$ cat src/logic/adt_consts.svh
// Offsets, field positions, reset values and timing counts of the block.
`ifndef ADT_CONSTS_SVH
`define ADT_CONSTS_SVH

// Register byte offsets on the APB.
`define ADT_OFF_SC1    8'h00
`define ADT_OFF_SC2    8'h04
`define ADT_OFF_RESH   8'h08
`define ADT_OFF_RESL   8'h0c
`define ADT_OFF_CVH    8'h10
`define ADT_OFF_CVL    8'h14
`define ADT_OFF_CFG    8'h18
`define ADT_OFF_PIN1   8'h1c
`define ADT_OFF_PIN2   8'h20
`define ADT_OFF_PIN3   8'h24
`define ADT_OFF_WAKE   8'h28
`define ADT_OFF_STS    8'h2c
`define ADT_OFF_MASK   8'h30

// Field positions.
`define ADT_SC1_DONE   7
`define ADT_SC2_ACT    7
`define ADT_STS_DONE   0
`define ADT_STS_MISS   1

// Reset values.
`define ADT_SC1_RST    7'h1f
`define ADT_SC2_RST    3'h0
`define ADT_CFG_RST    5'h00
`define ADT_WAKE_RST   4'h0
`define ADT_CH_OFF     5'h1f
`define ADT_MODE_10BIT 2'h2

// Timing.
`define ADT_SHORT_SAMPLE 4
`define ADT_LONG_SAMPLE  24
`define ADT_PCLK_HZ      125000000
`define ADT_LPO_HZ       32000
`define ADT_LPO_DIV      (`ADT_PCLK_HZ / `ADT_LPO_HZ)
`define ADT_WAKE_BASE    4

`endif

$ cat src/logic/adt_pkg.sv
// Types shared by the converter control block.
`default_nettype none

package adt_pkg;

   typedef enum logic [1:0] {adt_idle, adt_sample, adt_convert} adt_state_t;

   typedef struct packed {
      logic       aien;
      logic       cont;
      logic [4:0] ch;
   } adt_sc1_t;

   typedef struct packed {
      logic hw_trig_en;
      logic cmp_en;
      logic cmp_ge;
   } adt_sc2_t;

   typedef struct packed {
      logic       long_smp;
      logic [1:0] mode;
      logic [1:0] clk_sel;
   } adt_cfg_t;

   typedef struct packed {
      logic       src_int;
      logic [2:0] period_sel;
   } adt_wake_t;

endpackage : adt_pkg

`default_nettype wire

$ cat src/logic/adt_periodic_wakeup_counter.sv
// Periodic wakeup counter, held at zero while the period select is zero, that makes the conversion trigger.
`default_nettype none
`include "adt_consts.svh"

module adt_periodic_wakeup_counter
   import adt_pkg::*;
#(
   parameter int BASE = `ADT_WAKE_BASE
)
(
   // Clock and reset.
   input  wire logic      pclk,
   input  wire logic      presetn,
   // Configuration and reference tick.
   input  wire adt_wake_t cfg,
   input  wire logic      oscillator_reference_clock_tick,
   // Overflow pulse.
   output var  logic      hw_conversion_trigger
);

   localparam int CW      = BASE + 7;
   localparam int LPO_DIV = `ADT_LPO_DIV;

   logic [11:0]   lpo_cnt;
   logic          lpo_tick;
   logic [CW-1:0] cnt;
   logic          src_tick;
   logic          run;
   logic [CW-1:0] top;
   logic          wrap;

   // The own source is a divider, so it needs no clock of its own.
   assign src_tick = cfg.src_int ? lpo_tick
                                 : oscillator_reference_clock_tick;
   assign run  = cfg.period_sel != 3'h0;
   assign top  = CW'((CW'(1) << (BASE + int'(cfg.period_sel) - 1)) - 1);
   // A shrunk period wraps at once instead of running through the top.
   assign wrap = src_tick & (cnt >= top);

   always_ff @(posedge pclk or negedge presetn)
   begin
      if (!presetn)
      begin
         lpo_cnt  <= 12'h000;
         lpo_tick <= 1'b0;
      end
      else
      begin
         lpo_tick <= lpo_cnt == 12'(LPO_DIV - 1);
         lpo_cnt  <= (lpo_cnt == 12'(LPO_DIV - 1)) ? 12'h000
                                                   : lpo_cnt + 12'h001;
      end
   end

   always_ff @(posedge pclk or negedge presetn)
   begin
      if (!presetn)
      begin
         cnt                   <= '0;
         hw_conversion_trigger <= 1'b0;
      end
      else
      begin
         hw_conversion_trigger <= run & wrap;
         if (!run)
            cnt <= '0;
         else if (src_tick)
            cnt <= wrap ? '0 : cnt + CW'(1);
      end
   end

endmodule : adt_periodic_wakeup_counter

`default_nettype wire

$ cat src/logic/adt_ctrl.sv
// Trigger, mode control, compare and APB registers of a 10-bit SAR converter.
//
// Local design decisions: the APB interface to the registers and the address map.
`default_nettype none
`include "adt_consts.svh"

module adt_ctrl
   import adt_pkg::*;
#(
   parameter int ADDR_W = 8
)
(
   // Clock and reset.
   input  wire logic              pclk,
   input  wire logic              presetn,
   // APB slave.
   input  wire logic              psel,
   input  wire logic              penable,
   input  wire logic              pwrite,
   input  wire logic [ADDR_W-1:0] paddr,
   input  wire logic [31:0]       pwdata,
   input  wire logic [3:0]        pstrb,
   output var  logic [31:0]       prdata,
   output var  logic              pready,
   output var  logic              pslverr,
   // Clock ticks and power mode.
   input  wire logic              oscillator_reference_clock_tick,
   input  wire logic              local_async_clock_tick,
   input  wire logic              mode_stop3,
   input  wire logic              low_voltage_detect_stop_enable,
   // Analog front end.
   input  wire logic              compare_high,
   output var  logic              converter_on,
   output var  logic              sample_en,
   output var  logic              long_sample,
   output var  logic [9:0]        dac_code,
   output var  logic [4:0]        input_channel_select,
   output var  logic [7:0]        analog_pin_enable_first,
   // Interrupt.
   output var  logic              irq
);

   adt_sc1_t   sc1;
   adt_sc2_t   sc2;
   adt_cfg_t   cfg;
   adt_wake_t  wake;
   logic       conversion_done_flag;
   logic [9:0] cmpv;
   logic [9:0] result;
   logic [1:0] sts;
   logic [1:0] mask;
   logic [1:0] next_sts;
   adt_state_t state;
   adt_state_t next_state;
   logic [4:0] cnt;
   logic [4:0] next_cnt;
   logic [3:0] bitpos;
   logic [3:0] next_bit;
   logic [9:0] sar;
   logic [9:0] next_sar;
   logic       div2;
   logic       hw_conversion_trigger;

   // Bus decode.
   logic setup;
   logic acc;
   logic wr_fire;
   logic rd_fire;
   logic aligned;
   assign setup   = psel & ~penable;
   assign acc     = psel & penable & pready;
   assign wr_fire = acc & pwrite & pstrb[0];
   assign rd_fire = acc & ~pwrite;
   assign aligned = paddr[1:0] == 2'b00;

   logic hit_sc1;
   logic hit_sc2;
   logic hit_resh;
   logic hit_resl;
   logic hit_cvh;
   logic hit_cvl;
   logic hit_cfg;
   logic hit_pin1;
   logic hit_pin23;
   logic hit_wake;
   logic hit_sts;
   logic hit_mask;
   logic mapped;
   assign hit_sc1   = aligned & (paddr == ADDR_W'(`ADT_OFF_SC1));
   assign hit_sc2   = aligned & (paddr == ADDR_W'(`ADT_OFF_SC2));
   assign hit_resh  = aligned & (paddr == ADDR_W'(`ADT_OFF_RESH));
   assign hit_resl  = aligned & (paddr == ADDR_W'(`ADT_OFF_RESL));
   assign hit_cvh   = aligned & (paddr == ADDR_W'(`ADT_OFF_CVH));
   assign hit_cvl   = aligned & (paddr == ADDR_W'(`ADT_OFF_CVL));
   assign hit_cfg   = aligned & (paddr == ADDR_W'(`ADT_OFF_CFG));
   assign hit_pin1  = aligned & (paddr == ADDR_W'(`ADT_OFF_PIN1));
   // The second and third pin enable slots read zero and hold nothing.
   assign hit_pin23 = aligned & ((paddr == ADDR_W'(`ADT_OFF_PIN2))
                              | (paddr == ADDR_W'(`ADT_OFF_PIN3)));
   assign hit_wake  = aligned & (paddr == ADDR_W'(`ADT_OFF_WAKE));
   assign hit_sts   = aligned & (paddr == ADDR_W'(`ADT_OFF_STS));
   assign hit_mask  = aligned & (paddr == ADDR_W'(`ADT_OFF_MASK));
   assign mapped    = hit_sc1 | hit_sc2 | hit_resh | hit_resl | hit_cvh
                    | hit_cvl | hit_cfg | hit_pin1 | hit_pin23 | hit_wake
                    | hit_sts | hit_mask;

   logic wr_sc1;
   logic rd_resl;
   assign wr_sc1  = wr_fire & hit_sc1;
   assign rd_resl = rd_fire & hit_resl;

   // Read selection.
   logic [7:0] rd_val;
   assign rd_val = ({8{hit_sc1}}  & {conversion_done_flag, sc1})
                 | ({8{hit_sc2}}  & {state != adt_idle, sc2, 4'h0})
                 | ({8{hit_resh}} & {6'h00, result[9:8]})
                 | ({8{hit_resl}} & result[7:0])
                 | ({8{hit_cvh}}  & {6'h00, cmpv[9:8]})
                 | ({8{hit_cvl}}  & cmpv[7:0])
                 | ({8{hit_cfg}}  & {3'h0, cfg})
                 | ({8{hit_pin1}} & analog_pin_enable_first)
                 | ({8{hit_wake}} & {4'h0, wake})
                 | ({8{hit_sts}}  & {6'h00, sts})
                 | ({8{hit_mask}} & {6'h00, mask});

   // Trigger source: the wakeup counter, kept alive in every power mode.
   adt_periodic_wakeup_counter u_wakeup
   (
      .pclk                            (pclk),
      .presetn                         (presetn),
      .cfg                             (wake),
      .oscillator_reference_clock_tick (oscillator_reference_clock_tick),
      .hw_conversion_trigger           (hw_conversion_trigger)
   );

   // Converter clock. The bus clock is gone in stop3, so only the local
   // clock can advance a conversion there; the alternate input is absent.
   logic run_ok;
   logic bus_tick;
   logic adck_tick;
   logic sel_tick;
   assign run_ok   = ~mode_stop3 | low_voltage_detect_stop_enable;
   assign bus_tick = ~mode_stop3;
   assign sel_tick = (cfg.clk_sel == 2'h0) ? bus_tick
                   : (cfg.clk_sel == 2'h1) ? bus_tick & div2
                   : local_async_clock_tick;
   assign adck_tick = run_ok & sel_tick;

   // Start, abort and trigger decisions.
   logic ch_off;
   logic hw_trig;
   logic sw_start;
   logic hw_start;
   logic abort;
   logic missed;
   assign ch_off   = sc1.ch == `ADT_CH_OFF;
   assign hw_trig  = hw_conversion_trigger & sc2.hw_trig_en & ~ch_off
                   & run_ok;
   // A write in stop3 without the stop enable must not start anything.
   assign sw_start = wr_sc1 & (pwdata[4:0] != `ADT_CH_OFF) & run_ok
                   & ~sc2.hw_trig_en;
   assign hw_start = hw_trig & (state == adt_idle) & ~wr_sc1;
   assign abort    = wr_sc1 | ~run_ok;
   // A trigger that lands on a busy single conversion is dropped.
   assign missed   = hw_trig & (state != adt_idle) & ~sc1.cont;

   // Successive approximation step.
   logic [9:0] trial;
   logic [9:0] sar_keep;
   logic [3:0] lsb;
   logic [4:0] samp_last;
   logic       ten_bit;
   assign ten_bit   = cfg.mode == `ADT_MODE_10BIT;
   assign lsb       = ten_bit ? 4'h0 : 4'h2;
   assign trial     = 10'h001 << bitpos;
   assign sar_keep  = compare_high ? sar : (sar & ~trial);
   assign samp_last = cfg.long_smp ? 5'(`ADT_LONG_SAMPLE - 1)
                                   : 5'(`ADT_SHORT_SAMPLE - 1);

   logic conv_last;
   always_comb
   begin
      next_state = state;
      next_cnt   = cnt;
      next_bit   = bitpos;
      next_sar   = sar;
      conv_last  = 1'b0;
      case (state)
         adt_idle:
         begin
            next_cnt = 5'h00;
         end
         adt_sample:
         begin
            if (adck_tick)
            begin
               if (cnt == samp_last)
               begin
                  next_state = adt_convert;
                  next_cnt   = 5'h00;
                  next_bit   = 4'h9;
                  next_sar   = 10'h200;
               end
               else
                  next_cnt = cnt + 5'h01;
            end
         end
         adt_convert:
         begin
            if (adck_tick)
            begin
               next_sar = sar_keep;
               if (bitpos == lsb)
               begin
                  conv_last  = 1'b1;
                  next_state = adt_idle;
               end
               else
               begin
                  next_bit = bitpos - 4'h1;
                  next_sar = sar_keep | (10'h001 << (bitpos - 4'h1));
               end
            end
         end
         default:
         begin
            next_state = adt_idle;
         end
      endcase
      if (conv_last & sc1.cont & ~ch_off)
      begin
         next_state = adt_sample;
         next_cnt   = 5'h00;
      end
      if (abort)
         next_state = adt_idle;
      if (sw_start | hw_start)
      begin
         next_state = adt_sample;
         next_cnt   = 5'h00;
      end
   end

   // Result, compare and completion.
   logic [9:0] final_val;
   logic       cmp_true;
   logic       done_set;
   logic       next_done;
   assign final_val = ten_bit ? sar_keep : {2'b00, sar_keep[9:2]};
   assign cmp_true  = sc2.cmp_ge ? (final_val >= cmpv)
                                 : (final_val < cmpv);
   // An aborting write discards the conversion that ends with it.
   assign done_set  = conv_last & ~abort
                    & (~sc2.cmp_en | cmp_true);
   assign next_done = done_set
                    | (conversion_done_flag & ~wr_sc1 & ~rd_resl);

   // Sticky events, write one to clear; a new event beats the clear.
   logic [1:0] sts_set;
   logic [1:0] sts_clr;
   assign sts_set = {missed, done_set};
   assign sts_clr = (wr_fire & hit_sts) ? pwdata[1:0] : 2'b00;
   genvar gi;
   generate
      for (gi = 0; gi < 2; gi++)
      begin : g_sts
         assign next_sts[gi] = sts_set[gi] | (sts[gi] & ~sts_clr[gi]);
      end
   endgenerate

   assign input_channel_select = sc1.ch;
   assign dac_code             = sar;
   assign long_sample          = cfg.long_smp;

   // Software registers.
   always_ff @(posedge pclk or negedge presetn)
   begin
      if (!presetn)
      begin
         sc1                     <= `ADT_SC1_RST;
         sc2                     <= `ADT_SC2_RST;
         cfg                     <= `ADT_CFG_RST;
         wake                    <= `ADT_WAKE_RST;
         cmpv                    <= 10'h000;
         analog_pin_enable_first <= 8'h00;
         mask                    <= 2'b00;
      end
      else if (wr_fire)
      begin
         if (hit_sc1)
            sc1 <= pwdata[6:0];
         if (hit_sc2)
            sc2 <= pwdata[6:4];
         if (hit_cfg)
            cfg <= pwdata[4:0];
         if (hit_wake)
            wake <= pwdata[3:0];
         if (hit_cvh)
            cmpv[9:8] <= pwdata[1:0];
         if (hit_cvl)
            cmpv[7:0] <= pwdata[7:0];
         if (hit_pin1)
            analog_pin_enable_first <= pwdata[7:0];
         if (hit_mask)
            mask <= pwdata[1:0];
      end
   end

   // Converter state, flags and interrupt.
   always_ff @(posedge pclk or negedge presetn)
   begin
      if (!presetn)
      begin
         state                <= adt_idle;
         cnt                  <= 5'h00;
         bitpos               <= 4'h0;
         sar                  <= 10'h000;
         div2                 <= 1'b0;
         result               <= 10'h000;
         conversion_done_flag <= 1'b0;
         sts                  <= 2'b00;
         converter_on         <= 1'b0;
         sample_en            <= 1'b0;
         irq                  <= 1'b0;
      end
      else
      begin
         state                <= next_state;
         cnt                  <= next_cnt;
         bitpos               <= next_bit;
         sar                  <= next_sar;
         div2                 <= ~div2;
         conversion_done_flag <= next_done;
         sts                  <= next_sts;
         converter_on         <= next_state != adt_idle;
         sample_en            <= next_state == adt_sample;
         irq <= |(next_sts & mask & {1'b1, sc1.aien});
         if (done_set)
            result <= final_val;
      end
   end

   // APB answer: ready one cycle after setup, with data caught at setup.
   always_ff @(posedge pclk or negedge presetn)
   begin
      if (!presetn)
      begin
         prdata  <= 32'h0000_0000;
         pready  <= 1'b0;
         pslverr <= 1'b0;
      end
      else
      begin
         pready  <= setup;
         pslverr <= setup & ~mapped;
         if (setup)
            prdata <= {24'h00_0000, rd_val};
      end
   end

endmodule : adt_ctrl

`default_nettype wire

$ cat config.mk
export PLATFORM = sky130hd
export DESIGN_NAME = adt_ctrl
export DESIGN_NICKNAME = d
export VERILOG_FILES = /design/src/logic/adt_pkg.sv /design/src/logic/adt_periodic_wakeup_counter.sv /design/src/logic/adt_ctrl.sv
export VERILOG_INCLUDE_DIRS = /design/src /design/src/logic
export SDC_FILE = /design/constraint.sdc
export NUM_CORES = 1
export LEC_CHECK = 0
export ABC_CLOCK_PERIOD_IN_PS = 10710
export BUFFER_PORTS_ARGS = -buffer_cell sky130_fd_sc_hd__buf_2
export CORE_MARGIN = 2
export CORE_UTILIZATION = 30
export CTS_BUF_LIST = sky130_fd_sc_hd__clkbuf_8
export CTS_CLUSTER_DIAMETER = 100
export DETAILED_ROUTE_END_ITERATION = 16
export PLACE_DENSITY = 0.46
export SYNTH_ARGS = -nofsm -noshare
export SYNTH_HDL_FRONTEND = slang
export SYNTH_SLANG_ARGS = --single-unit
$ cat constraint.sdc
create_clock -name pclk -period 10.71 [get_ports pclk]
set_input_delay 2.142 -clock pclk [delete_from_list [all_inputs] [get_ports pclk]]
set_output_delay 2.142 -clock pclk [all_outputs]
set_load 0.01 [all_outputs]
== Word level (Yosys, flattened, before mapping) ==
Index checks and enable logic that the tools add are counted.
Word-level totals
  register bits: 112
  output and inout port bits: 61
Cells by class
  add/subtract/negate cells: 7
  magnitude comparators: 3
  equality and inequality tests: 28
  shift-type cells: 3
  muxes and demuxes: 39
  bitwise logic cells: 104
  reduce and logical (&&, ||, !) cells: 21
Operators by type and width (count)
  8-bit OR: 10
  10-bit 2-to-1 mux: 6
  1-bit bitwise AND: 44
  8-bit bitwise AND: 5
  8-bit by 6-bit equality test with 1-bit output (second input constant): 5
  11-bit 2-to-1 mux: 3
  8-bit by 2-bit bitwise AND with 8-bit output: 4
  8-bit by 5-bit equality test with 1-bit output (second input constant): 4
  1-bit by 32-bit << shifter with 11-bit output (first input constant): 1
  32-bit by 2-bit subtractor with 32-bit output (second input constant): 1
  5-bit 2-to-1 mux: 5
  10-bit case mux with 2 select lines: 1
  1-bit by 4-bit << shifter with 10-bit output (first input constant): 2
  1-bit OR: 19
  2-bit 2-to-1 mux: 9
  2-bit AND reduction: 9
  8-bit by 4-bit equality test with 1-bit output (second input constant): 2
  4-bit 2-to-1 mux: 4
  1-bit inverter: 15
  12-bit by 1-bit adder with 12-bit output (second input constant): 1
  12-bit equality test (second input constant): 1
  12-bit 2-to-1 mux: 1
  11-bit by 1-bit adder with 11-bit output (second input constant): 1
  11-bit >= comparator: 1
  34 further kinds: 51

== Logic depth before layout (Yosys ltp) ==
Gate-level depths: netlist (run 1).
  word-level depth: 15
  mapped depth: 22
  mapped depth without buffers: 19

== Modules after synthesis ==
From an unflattened synthesis (run 1), not the netlist that was laid out.
Unflattened totals
  cells, all modules: 676
  area total of the unflattened synthesis: 6561.3 um^2
Modules (own cells, without submodules)
  adt_ctrl: times used 1, cells an instance 511, area an instance 4987.3 um^2, seq. area each 2183.3 um^2
  adt_periodic_wakeup_counter: times used 1, cells an instance 165, area an instance 1574.0 um^2, seq. area each 625.6 um^2

== Worst setup path after synthesis (run 1) ==
OpenSTA, ideal clock, no wires.
  path kind: input -> register
  start point: input port compare_high
  end point: register result[1]
  setup time: 125 ps
  arrival: 4814 ps
  data required time: 10585 ps
  setup slack: 5772 ps
  cell stages on the path: 11
  cell sequence: nor3_1 > nand2_1 > nand3_1 > o21ai_0 > ha_1 > a41oi_1 > o21ai_0 > a2111oi_0 > mux2i_1 > nor2_8 > mux2_2
Between the ends
  cells in the longest elaborated chain, start to end: 6
Ends and longest elaborated chain
  start, declared: RTL line adt_ctrl.sv:32  | input wire logic compare_high,
  10-bit 2-to-1 mux (*): RTL line adt_ctrl.sv:176  | assign sar_keep = compare_high ? sar : (sar & ~trial);
  10-bit 2-to-1 mux (*): RTL line adt_ctrl.sv:249  | assign final_val = ten_bit ? sar_keep : {2'b00, sar_keep[9:2]};
  via final_val[3]: RTL line adt_ctrl.sv:245  | logic [9:0] final_val;
  10-bit < comparator or 10-bit >= comparator (tied branches): RTL line adt_ctrl.sv:251, adt_ctrl.sv:250
  1-bit 2-to-1 mux (*): RTL line adt_ctrl.sv:250  | assign cmp_true = sc2.cmp_ge ? (final_val >= cmpv)
  1-bit OR (*): RTL line adt_ctrl.sv:254  | & (~sc2.cmp_en | cmp_true);
  1-bit bitwise AND (*): RTL line adt_ctrl.sv:254
  end signal, assigned: RTL line adt_ctrl.sv:339  | result <= final_val;
  end, declared: RTL line adt_ctrl.sv:49  | logic [9:0] result;
Mark *: on every way through the listed nets, which the timed path passes. The rest lies on a longest branch.
A chain may end at the register's enable or synchronous reset.

== Worst setup path in the final report (run 1) ==
  start point: input port compare_high
  end point: register result[2]
The elaborated chain is that of the path after synthesis.

==> results.txt, run 1 <==
- Clock latency on the worst-skew pair, taken at its later pin, is 400 ps.
- The longest clock path from root to sink contains 2 buffers.
- Of all flip-flops after synthesis, the portion carrying an async set or reset was 100%.
- The cell count after synthesis came out at 712.
- After clock tree synthesis, the repair step resized 0 gates.
- Global routing used 15.9% of the available tracks.
* Data arrival time at the worst-slack endpoint: 5640 ps
- The routed design has 18.4 mm of wire.
- Top post-synthesis cells by area: sky130_fd_sc_hd__dfrtp_1, sky130_fd_sc_hd__ha_1, sky130_fd_sc_hd__mux2_2
- Summed over all instances, the cell type with the most area after synthesis is sky130_fd_sc_hd__dfrtp_1.
- After floorplanning, the core was sized to cover 21900 um2.
- Proportion of netlist area held by the largest area contributor: 40.0%
- For this design the top-level I/O count stands at 115.
- Setup violations remaining at the end of the flow were counted as 0.
* Total number of H-tree levels: 3
- Final weighted congestion in routability-driven placement: 0.856
* Yosys warns: 0
* Relative max-transition margin: 32.7%
* Final net count: 849
- Combinational family with the most area after synthesis: simple AND/OR/NAND/NOR gates
- Of all nets on the critical path, the largest fanout is 10.
* Row Count: 54
* Clock root cell: sky130_fd_sc_hd__clkbuf_8
* Category of the most critical setup path: primary input to register
* Total count of hold-check failures in the final report: 0
- Die Outline Area: 23500 um2
- Hold_ws: 432 ps
- In the final routed layout, each cell accounts on average for 17.6 um.
- Using the TritonRoute via totals, the vias-per-cell ratio works out to 5.19.
- The area growth from synthesis to layout is 10.5%.
* Shortest period the worst path allows: 5360 ps
- Post-synthesis xor/xnor area fraction: 1.85%
* Compound-Gate Fraction of Synth Area: 16.5%
* Number of DRC violations after detailed-routing iteration 0: 338
- At the pin with the least slew margin, the transition time is 1000 ps.
- Overall die height: 153 um
- In this run the remaining antenna-violating nets after routing total 0.
- Commonest non-fill, non-tap cells in the layout: sky130_fd_sc_hd__dfrtp_1, sky130_fd_sc_hd__nand2_1, sky130_fd_sc_hd__buf_2, sky130_fd_sc_hd__o21ai_0, sky130_fd_sc_hd__nor2_1
- Setup total negative slack on the finished layout was measured at 0 ps.
- Number of synthesized register bits: 112
- In this run the worst hold path is classified as register to register.
- Starting density of the core: 30.6%
* Simple-gate portion of the synthesized area: 19.8%
- Crit end category: register
- Count of input and output buffers: 63
- For this run, the register share of the synthesized area comes to 42.0%.
- The number of antenna violations at the first check in global routing is 0.
- Static power due to leakage: 3.45 nW
- Number of sinks on the clock net: 112
- TritonCTS built the clock tree.
- Counting distinct cell types in the post-synthesis netlist gives 68.
- Overflow after GRT: 0
* Maximum number of pins on one net before global-route repair: 69
- Fraction of layout instances using a drive strength above 1: 18.4%
- Setup fix buffers added after clock tree synthesis: 0
- STA classifies the critical path startpoint as a primary input.
- After detailed routing, the number of remaining DRC violations is 0.
- Fill cell count: 2263
- Hold repair after CTS inserted 0 buffers.
- The repair_antennas step left the layout with diodes totalling 0.
- HPWL Detailed: 13.9 mm
- Result of the run: finished clean
- Number of synthesized flops with an enable pin: 0
* Most used flip-flop cell after synthesis: sky130_fd_sc_hd__dfrtp_1
- Data on the critical path is required at its endpoint by 10990 ps.
- First-pass iteration count of the detailed router: 5
- Summing every instance area after synthesis gives 6690 um2.
- Final number of max-transition violations: 0
- Power spread over the standard cell area amounts to 130 nW/um2.
- Clock-pin slew reported for the worst setup and hold paths after clock tree synthesis: 110 ps
- After layout, the worst path uses 50.0% of the clock period.
- Via Count: 5425
- Mean instance size in the synthesized netlist: 9.40 um2
- Number of buffers created by CTS: 9
- Setup repair after global routing left no endpoint under its margin.
- IR analysis of the VDD net gives a maximum drop of 0.0686 mV.
* Mux share of post-synthesis cell area: 6.88%
- Between clock sinks in the finished design, the worst skew comes to 18.2 ps.
- Of the total synthesized cell area, the portion taken by full adders, half adders and majority gates is 6.36%.
* Most frequent standard cell in the layout excluding fill and tap cells: sky130_fd_sc_hd__dfrtp_1
* Max-cap check violation count: 0
* Vias in the first global route: 5421
- The first global-routing pass estimated 29.7 mm of wire.
* Horizontal extent of the die: 153 um
- F_max: 0.187 GHz
==> state kept, by name, indices dropped and copies added (netlist names), 5 cells and up <==
name / count
u_wakeup.lpo_cnt: 12
u_wakeup.cnt: 11
cmpv: 10
dac_code: 10
result: 10
analog_pin_enable_first: 8
prdata: 8
cnt: 5
input_channel_select: 5
==> logic make-up (layout without fill, tap and decap cells) <==
group | count (synthesis) | after routing
mux | 42 | 42
other cells | 1 | 24
flops | 112 | 112
fa+ha+maj | 34 | 34
buf+inv | 84 | 115
compound gates | 168 | 168
simple gates | 259 | 259
xor+xnor | 12 | 12
==> worst paths after layout <==
check                        startpoint         endpoint  slack [ps]  cells past startpoint
max in group asynchronous       presetn  u_wakeup.cnt[1]        7660                      2
hold reg to reg                    div2             div2         430                      1
setup / recovery           compare_high        result[2]        5350                     12
setup reg to reg                wake[2]  u_wakeup.cnt[4]        5940                     19
min in group asynchronous       presetn          pslverr        1750                      1
hold / removal                     div2             div2         430                      1
==> routing by layer <==
metal | wire (um) | GRT usage (%)
met1 | 8190 | 21.3
met5 | 0 | 0
met4 | 254 | 4.15
met3 | 1040 | 2.95
met2 | 8900 | 26.4
==> stage by stage <==
step                instance area, um2  power, mW  setup WS (ps)  utilization (%)  std cells
finish                            7400      0.959           5350             33.8       1046
detailed placement                7170      0.677           4980             32.8       1030
global placement                  7170      0.670           5030             32.8       1030
CTS                               7400      0.969           5350             33.8       1046
floorplan                         6780      0.617           5770                -        735
global route                      7400       1.02           5150             33.8       1046
==> cell usage after synthesis, types with 3 or more instances <==
master,count
sky130_fd_sc_hd__mux2_2,32
sky130_fd_sc_hd__buf_2,4
sky130_fd_sc_hd__o21ai_0,46
sky130_fd_sc_hd__a22o_1,4
sky130_fd_sc_hd__a31oi_1,12
sky130_fd_sc_hd__a222oi_1,3
sky130_fd_sc_hd__and2_1,4
sky130_fd_sc_hd__a221oi_1,3
sky130_fd_sc_hd__xnor2_1,6
sky130_fd_sc_hd__a21oi_1,31
sky130_fd_sc_hd__mux2i_1,10
sky130_fd_sc_hd__nand3_1,22
sky130_fd_sc_hd__or2_2,4
sky130_fd_sc_hd__clkbuf_1,20
sky130_fd_sc_hd__nand4_1,6
sky130_fd_sc_hd__nand2_1,92
sky130_fd_sc_hd__nand2b_1,21
sky130_fd_sc_hd__a21boi_0,7
sky130_fd_sc_hd__nor2_1,40
sky130_fd_sc_hd__and3_1,10
sky130_fd_sc_hd__xor2_1,5
sky130_fd_sc_hd__ha_1,34
sky130_fd_sc_hd__or3_1,5
sky130_fd_sc_hd__dfstp_2,5
sky130_fd_sc_hd__o211ai_1,3
sky130_fd_sc_hd__nor3_1,18
sky130_fd_sc_hd__buf_4,30
sky130_fd_sc_hd__a311oi_1,3
sky130_fd_sc_hd__a21o_1,8
sky130_fd_sc_hd__inv_1,29
sky130_fd_sc_hd__a211oi_1,5
sky130_fd_sc_hd__nor4_1,8
sky130_fd_sc_hd__nor2b_1,8
sky130_fd_sc_hd__o21a_1,5
sky130_fd_sc_hd__a22oi_1,13
sky130_fd_sc_hd__dfrtp_1,107
sky130_fd_sc_hd__a41oi_1,8
==> report_power, final <==
group          switching (mW)  internal, mW  leakage (nW)
Clock                   0.152         0.138         0.119
Combinational           0.113        0.0683          1.91
Sequential             0.0395         0.449          1.42
Total                   0.304         0.655          3.45
==> final cells by class <==
type | instances | area (um2) | area share (%)
clock buffers | 10 | 138 | 1.86
multi-input cells | 539 | 3530 | 47.8
clock inverters | 6 | 85.1 | 1.15
well taps | 280 | 350 | 4.74
repair buffers | 70 | 370 | 5.01
inverters | 29 | 109 | 1.47
flip-flops and latches | 112 | 2810 | 38.0
==> worst max-delay path: stages <==
cell and delay, ps:
sky130_fd_sc_hd__buf_2 120, sky130_fd_sc_hd__nor3_1 500, sky130_fd_sc_hd__nand2_1 140, sky130_fd_sc_hd__nand3_1 100
sky130_fd_sc_hd__o21ai_0 150, sky130_fd_sc_hd__ha_1 340, sky130_fd_sc_hd__a41oi_1 210, sky130_fd_sc_hd__o21ai_0 120
sky130_fd_sc_hd__a2111oi_0 630, sky130_fd_sc_hd__mux2i_1 740, sky130_fd_sc_hd__nor2_8 140, sky130_fd_sc_hd__mux2_2 310
Power figures use the tool's default switching activity.
==> run 2, diff against run 1 <==
Settings changed: ABC_CLOCK_PERIOD_IN_PS 10710 to 4800, PLACE_DENSITY 0.46 to 0.48.
Clock period 10.71 ns to 4.8 ns, I/O delays scaled along.
==> run 2 against run 1 <==
Utilization up 0.14 points; combinational power up 120%; sequential power up 120%; cell count up 0.38%; critical path depth up 7; critical endpoint is now u_wakeup.cnt[8].
==> results.txt, run 2 (synthesis results as in run 1) <==
* Result of the run: finished clean
* Most frequent standard cell in the layout excluding fill and tap cells: sky130_fd_sc_hd__dfrtp_1
- The least setup slack across all paths after layout was 489 ps (-4860 ps).
- The horizontal die dimension came to 153 um (unchanged).
- The maximum fanout along the worst path is 19 (+9).
* Antenna viol nets, final: 0 (unchanged)
- Power, Total: 2.15 mW (+120%)
* Worst path depth: 19 (+7)
- The critical path starts at wake[0].
- The number of antenna violations at the first check in global routing was 1 (+1).
- Cell family with most CP delay: simple AND/OR/NAND/NOR gates
* Gates resized, CTS repair: 0 (unchanged)
- Clk_lat worst skew: 410 ps (about the same)
- First-pass iteration count of the detailed router: 6 (+1)
* Relative max-transition margin: 25.0% (-7.7 points)
* Flip-flop count of the largest register, all copies and words added: 12 (unchanged)
- The effective utilization at floorplan was 30.6% (unchanged).
- TritonCTS built the clock tree.
- Power density over cell area: 289 nW/um2 (+120%)
* Maximum number of pins on one net before global-route repair: 45 (-35%)
- Overall die height: 153 um (unchanged)
* Worst reg2reg endpoint: u_wakeup.cnt[8]
* Data arrival time at the worst-slack endpoint: 4640 ps (-1000 ps)
* Most Frequent Cell on Critical Path: sky130_fd_sc_hd__ha_1
* Number of buffers and inverters on the critical path: 2 (+1)
- Number of sinks on the clock net: 112 (unchanged)
- The hold violation count in the final report is 0 (unchanged).
- The worst slack after detailed placement was 466 ps (-4520 ps).
- Required time worst endpoint: 5130 ps (-5860 ps)
- The reported leakage power came to 3.46 nW (+0.32%).
* Overflow after GRT: 0 (unchanged)
- After layout, the worst path uses 89.8% of the clock period.
- For this run, the top clock speed supported by timing is 0.232 GHz.
- The worst setup path is of the register to register kind.
- Commonest non-fill, non-tap cells in the layout: sky130_fd_sc_hd__dfrtp_1, sky130_fd_sc_hd__nand2_1, sky130_fd_sc_hd__buf_2, sky130_fd_sc_hd__o21ai_0, sky130_fd_sc_hd__nor2_1
- Utilization after layout: 33.9% (+0.14 points)
* WL per Instance: 17.3 um (-1.6%)
* Critical path cell sequence: inv_1 > ha_1 > xor2_1 > and2_1 > nand3_1 > ha_1 > or3_1 > nor2_1 > a22oi_1 > nor2_1 > a21oi_1 > ha_1 > a21oi_1 > nand4_1 > a211oi_1 > nand2b_1 > buf_4 > nand2b_1 > a31oi_1
- Reg-to-reg startpoint: wake[0]
- Fill cell count: 2295 (+1.4%)
* Crit end category: register
- The register-to-register path setup slack is 490 ps (-5450 ps).
- Aggregate global-route resource usage: 15.9% (about the same)
- The DRC violation count after routing is 0 (unchanged).
- The number of hold buffers added after cts is 0 (unchanged).
- The fraction of layout instances using a drive strength above 1 is 19.0% (+0.58 points).
- The mean number of vias per cell came to 5.03 (-3.1%).
* Max Clock Skew: 23.9 ps (+5.69 ps)
- Vias in the first global route: 5164 (-4.7%)
- Clock-pin slew reported for the worst setup and hold paths after clock tree synthesis: 120 ps (about the same)
* Global-route wire length before repair: 29.5 mm (-0.70%)
* Total number of H-tree levels: 3 (unchanged)
- Clock tree synthesis selected as its root buffer the cell sky130_fd_sc_hd__clkbuf_8.
- Slowest-stage cell, CP: sky130_fd_sc_hd__dfrtp_1
* Final number of max-transition violations: 0 (unchanged)
- Startpoint type of the worst setup path: register
- The summed negative setup slack over all endpoints was 0 ps (unchanged).
- Max Root-Sink Buffers: 2 (unchanged)
- Class of the tightest hold or removal check: register to register
- The post-route cell area was 7430 um2 (+0.42%).
* R2R depth: 19 (unchanged)
- Transition time at the pin with the least slew margin: 1120 ps (+112 ps)
- Row Count: 54 (unchanged)
* Number of top-level pins: 115 (unchanged)
- The count of non-filler cells in the finished layout was 1050 (+0.38%).
- Relative area change from synthesis to final layout: 11.0%
- Hold Crit Depth: 1 (unchanged)
- Worst stage delay on the critical path: 520 ps (-220 ps)
* Std-Cell Core Area: 21900 um2 (unchanged)
- HPWL Detailed: 13.5 mm (-2.5%)
* Via Count: 5279 (-2.7%)
- The register with the most flip-flops in the final layout is u_wakeup.lpo_cnt.
* Count of input and output buffers: 63 (unchanged)
* Setup fix buffers added after clock tree synthesis: 0 (unchanged)
* Final net count: 852 (+0.35%)
- The final count of negative-setup-slack endpoints came to 0 (unchanged).
- Die Outline Area: 23500 um2 (unchanged)
- Number of buffers created by CTS: 9 (unchanged)
- The area of placed instances came to 7200 um2 (+0.31%).
* Number of DRC violations after detailed-routing iteration 0: 286 (-15%)
- The hold slack came to 415 ps (-17.2 ps).
- Max-cap check violation count: 0 (unchanged)
- Shortest period the worst path allows: 4310 ps
- The number of placed instances, taps included is 1033 (+0.29%).
- The final weighted congestion in routability-driven placement is 0.796 (-7.0%).
- Worst vdd ir: 0.111 mV (+62%)
- Following the worst setup path forward leads to its endpoint at u_wakeup.cnt[8].
* Routed Wire Length: 18.2 mm (-1.2%)
- The largest registers in the layout are u_wakeup.lpo_cnt: 12 flops, u_wakeup.cnt: 11 flops.
- Setup repair after global routing left no endpoint under its margin.
==> run 2: cell types whose count changed in the layout (fill, tap and decap cells not counted), moves of 2 or more <==
cell,previous run,this run
sky130_fd_sc_hd__buf_4,8,11
sky130_fd_sc_hd__inv_8,0,3
sky130_fd_sc_hd__clkinv_4,2,0
sky130_fd_sc_hd__clkinv_8,0,2
sky130_fd_sc_hd__inv_1,31,29
==> run 2: per-layer routing <==
metal / vias to the layer above / GRT usage, % / wire [um]
met3: 17 / 2.01 / 684
met4: 0 / 4.98 / 272
met5: - / 0 / 0
met1: 2532 / 23.6 / 9200
li1: 2618 / - / -
met2: 112 / 24.0 / 8000
==> run 2: power breakdown <==
group	switching, mW	leakage, nW	internal (mW)
registers	0.0823	1.42	1.00
clock network	0.397	0.115	0.264
logic	0.250	1.92	0.153
total	0.729	3.46	1.42
==> run 2: worst min-delay path by stage <==
stage,end,from
global placement,div2,div2
global route,div2,div2
finish,div2,div2
floorplan,div2,div2
detailed placement,div2,div2
CTS,div2,div2
==> run 2: cell type report <==
cell class,count,area (um2),share of cell area [%]
diodes,1,2.50,0.0337
repair buffers,73,393,5.29
clock inverters,7,105,1.42
clock buffers,9,124,1.67
multi-input cells,539,3530,47.6
inverters,29,109,1.47
flip-flops and latches,112,2810,37.8
well taps,280,350,4.72
==> run 3, diff against run 2 <==
Settings changed: CORE_UTILIZATION 30 to 25, PLACE_DENSITY 0.48 to 0.41.
==> run 3 against run 2 <==
Sequential share of layout area down 0.62 points; clock skew up 12 ps; largest cell class unchanged; global-route usage fell by 1.6 points; first-iteration DRC count rose by 37%; sequential power is essentially flat; clock-buffer cell count did not move; critical endpoint unchanged; cell area rose by 1.7%; clock power barely moved; maximum frequency increased by 3.8%.
==> results.txt, run 3 (synthesis results as in run 1) <==
- Result of the run: finished clean
- The DRC violation count after routing is 0 (unchanged).
- Relative max-transition margin: 36.7% (+12 points)
- The all-layer global routing usage came to 14.3% (-1.6 points).
- The fraction of layout instances using a drive strength above 1 came to 19.4% (+0.42 points).
- The number of antenna diodes was 0 (-1).
- The first-pass iteration count of the detailed router is 7 (+1).
* F_max: 0.241 GHz (+3.8%)
- The startpoint identified for the worst hold timing path is div2.
* Number of top-level pins: 115 (unchanged)
- Class of the tightest hold or removal check: register to register
- The max capacitance violation total came to 0 (unchanged).
* Row Count: 59 (+9.3%)
- Std-Cell Core Area: 26200 um2 (+20%)
* Hold buffer count at cts: 0 (unchanged)
* Data arrival time at the worst-slack endpoint: 4470 ps (-170 ps)
- The least setup slack across all paths after layout was 649 ps (+160 ps).
- The count of clock tree sinks came to 112 (unchanged).
- The die height was 168 um (+9.3%).
* Horizontal extent of the die: 168 um (+9.3%)
* Shortest period the worst path allows: 4150 ps (-160 ps)
- The worst-margin pin slew is 941 ps (-176 ps).
- The hold slack is 416 ps (+1.19 ps).
- The wire length of the first global-routing pass was 31.1 mm (+5.5%).
- The overall power consumption was 2.16 mW (+0.66%).
- Final number of setup-violating endpoints: 0 (unchanged)
- Number of buffers created by CTS: 9 (unchanged)
- The area of all sequential standard cells is 2810 um2 (unchanged).
- Clk_lat worst skew: 420 ps (about the same)
- Routed Wire Length: 19.4 mm (+7.1%)
- Post-Place Setup Slack: 585 ps (+119 ps)
- Die Outline Area: 28100 um2 (+19%)
- The clock tree skew after final layout was 35.7 ps (+11.8 ps).
- Clock tree from TritonCTS: done
- Crit end category: register
- The largest registers in the layout are u_wakeup.lpo_cnt: 12 flops, u_wakeup.cnt: 11 flops.
- Final net count: 856 (+0.47%)
- The multi-input logic area came to 3530 um2 (unchanged).
- The pin count of the biggest net entering global routing was 62 (+38%).
- Power density over cell area: 286 nW/um2 (-0.99%)
* Maximum net fanout on the critical path: 17 (-2)
- Total count of hold-check failures in the final report: 0 (unchanged)
- Post-route cell area: 7550 um2 (+1.7%)
* Clock-pin slew reported for the worst setup and hold paths after clock tree synthesis: 120 ps (about the same)
- The total vias in the final route came to 5290 (+0.21%).
- CP Launch Point: wake[2]
- The data required time of the worst path was 5120 ps (about the same).
- Largest register by flop count: u_wakeup.lpo_cnt
- Final number of max-transition violations: 0 (unchanged)
- The mean number of vias per cell was 4.77 (-5.0%).
- The area of placed instances was 7320 um2 (+1.7%).
* Setup fix buffers added after clock tree synthesis: 0 (unchanged)
- The via count of the first global-routing pass is 5219 (+1.1%).
- WL per Instance: 17.5 um (+1.5%)
- Final weighted congestion in routability-driven placement: 0.771 (-3.2%)
* Reg-to-reg startpoint: wake[2]
- Number of antenna violations at the first check in global routing: 0 (-1)
- Most frequent standard cell in the layout excluding fill and tap cells: sky130_fd_sc_hd__dfrtp_1
- STA classifies the critical path startpoint as a register.
- Fill cell count: 2791 (+22%)
- Worst vdd ir: 0.180 mV (+61%)
* Starting density of the core: 25.5% (-5.0 points)
- Flip-flop count of the largest register, all copies and words added: 12 (unchanged)
* Number of DRC violations after detailed-routing iteration 0: 393 (+37%)
* Max Root-Sink Buffers: 2 (unchanged)
- The number of H-tree branching levels is 3 (unchanged).
- Commonest non-fill, non-tap cells in the layout: sky130_fd_sc_hd__dfrtp_1, sky130_fd_sc_hd__nand2_1, sky130_fd_sc_hd__buf_2, sky130_fd_sc_hd__o21ai_0, sky130_fd_sc_hd__nor2_1
* Unrepaired setup endpoints after global routing: false
- The placed wire-length estimate is 14.6 mm (+8.0%).
- Count of input and output buffers: 63 (unchanged)
- Gates resized, CTS repair: 0 (unchanged)
- The count of nets left with antenna violations after detail routing was 0 (unchanged).
- Category of the most critical setup path: register to register
- The summed negative setup slack over all endpoints is 0 ps (unchanged).
* Overflow after GRT: 0 (unchanged)
* Share of the clock period used by the worst path: 86.5% (-3.3 points)
- Static power due to leakage: 3.49 nW (+0.82%)
- Clock root cell: sky130_fd_sc_hd__clkbuf_8
- Compared with the post-synthesis result, the final layout area differs by 12.8%.
-- run 3: worst max-delay path, stage by stage, from the launching register on --
cell,delay [ps]
sky130_fd_sc_hd__dfrtp_1,480
sky130_fd_sc_hd__inv_1,170
sky130_fd_sc_hd__nor3_1,70
sky130_fd_sc_hd__ha_1,390
sky130_fd_sc_hd__nor2b_1,180
sky130_fd_sc_hd__and2_1,230
sky130_fd_sc_hd__nand3_1,140
sky130_fd_sc_hd__ha_1,220
sky130_fd_sc_hd__or3_1,390
sky130_fd_sc_hd__nor2_1,100
sky130_fd_sc_hd__a22oi_1,70
sky130_fd_sc_hd__nor2_1,100
sky130_fd_sc_hd__a21oi_1,60
sky130_fd_sc_hd__ha_1,300
sky130_fd_sc_hd__a21oi_1,220
sky130_fd_sc_hd__nand4_1,130
sky130_fd_sc_hd__a211oi_1,170
sky130_fd_sc_hd__nand2b_1,250
sky130_fd_sc_hd__buf_12,180
sky130_fd_sc_hd__nand2b_1,60
sky130_fd_sc_hd__a31oi_1,170
-- run 3: cell type report --
class / instances / share of cell area (%)
Multi-Input combinational cell: 539 / 46.8
Sequential cell: 112 / 37.2
Timing Repair Buffer: 77 / 5.93
Tap cell: 335 / 5.55
Clock buffer: 9 / 1.64
Inverter: 29 / 1.44
Clock inverter: 7 / 1.43
-- run 3: report_power, final --
group	total, mW	switching (mW)	internal, mW
registers	1.09	0.0866	1.00
logic	0.411	0.254	0.157
clock network	0.662	0.400	0.263
total	2.16	0.740	1.42
-- run 3: final timing paths --
kind                                                end  slack (ps)  depth (start not counted)
max in group asynchronous       input_channel_select[0]        3380                          2
worst min register to register                     div2         420                          1
min in group asynchronous          u_wakeup.lpo_cnt[11]         600                          1
worst max register to register          u_wakeup.cnt[8]         650                         20
worst max-delay path                    u_wakeup.cnt[8]         650                         20
worst min-delay path                               div2         420                          1
-- run 3: per-stage QoR --
stage / util (%) / std cells
floorplan: - / 735
global placement: 27.9 / 1092
detailed placement: 27.9 / 1092
CTS: 28.8 / 1108
global route: 28.8 / 1108
finish: 28.8 / 1108
-- run 3: per-layer routing --
layer | up-vias | wire length [um] | track usage (%)
met5 | - | 0 | 0
met3 | 10 | 753 | 2.20
met2 | 99 | 8660 | 22.1
met1 | 2565 | 9850 | 21.0
met4 | 0 | 178 | 3.40
li1 | 2616 | - | -
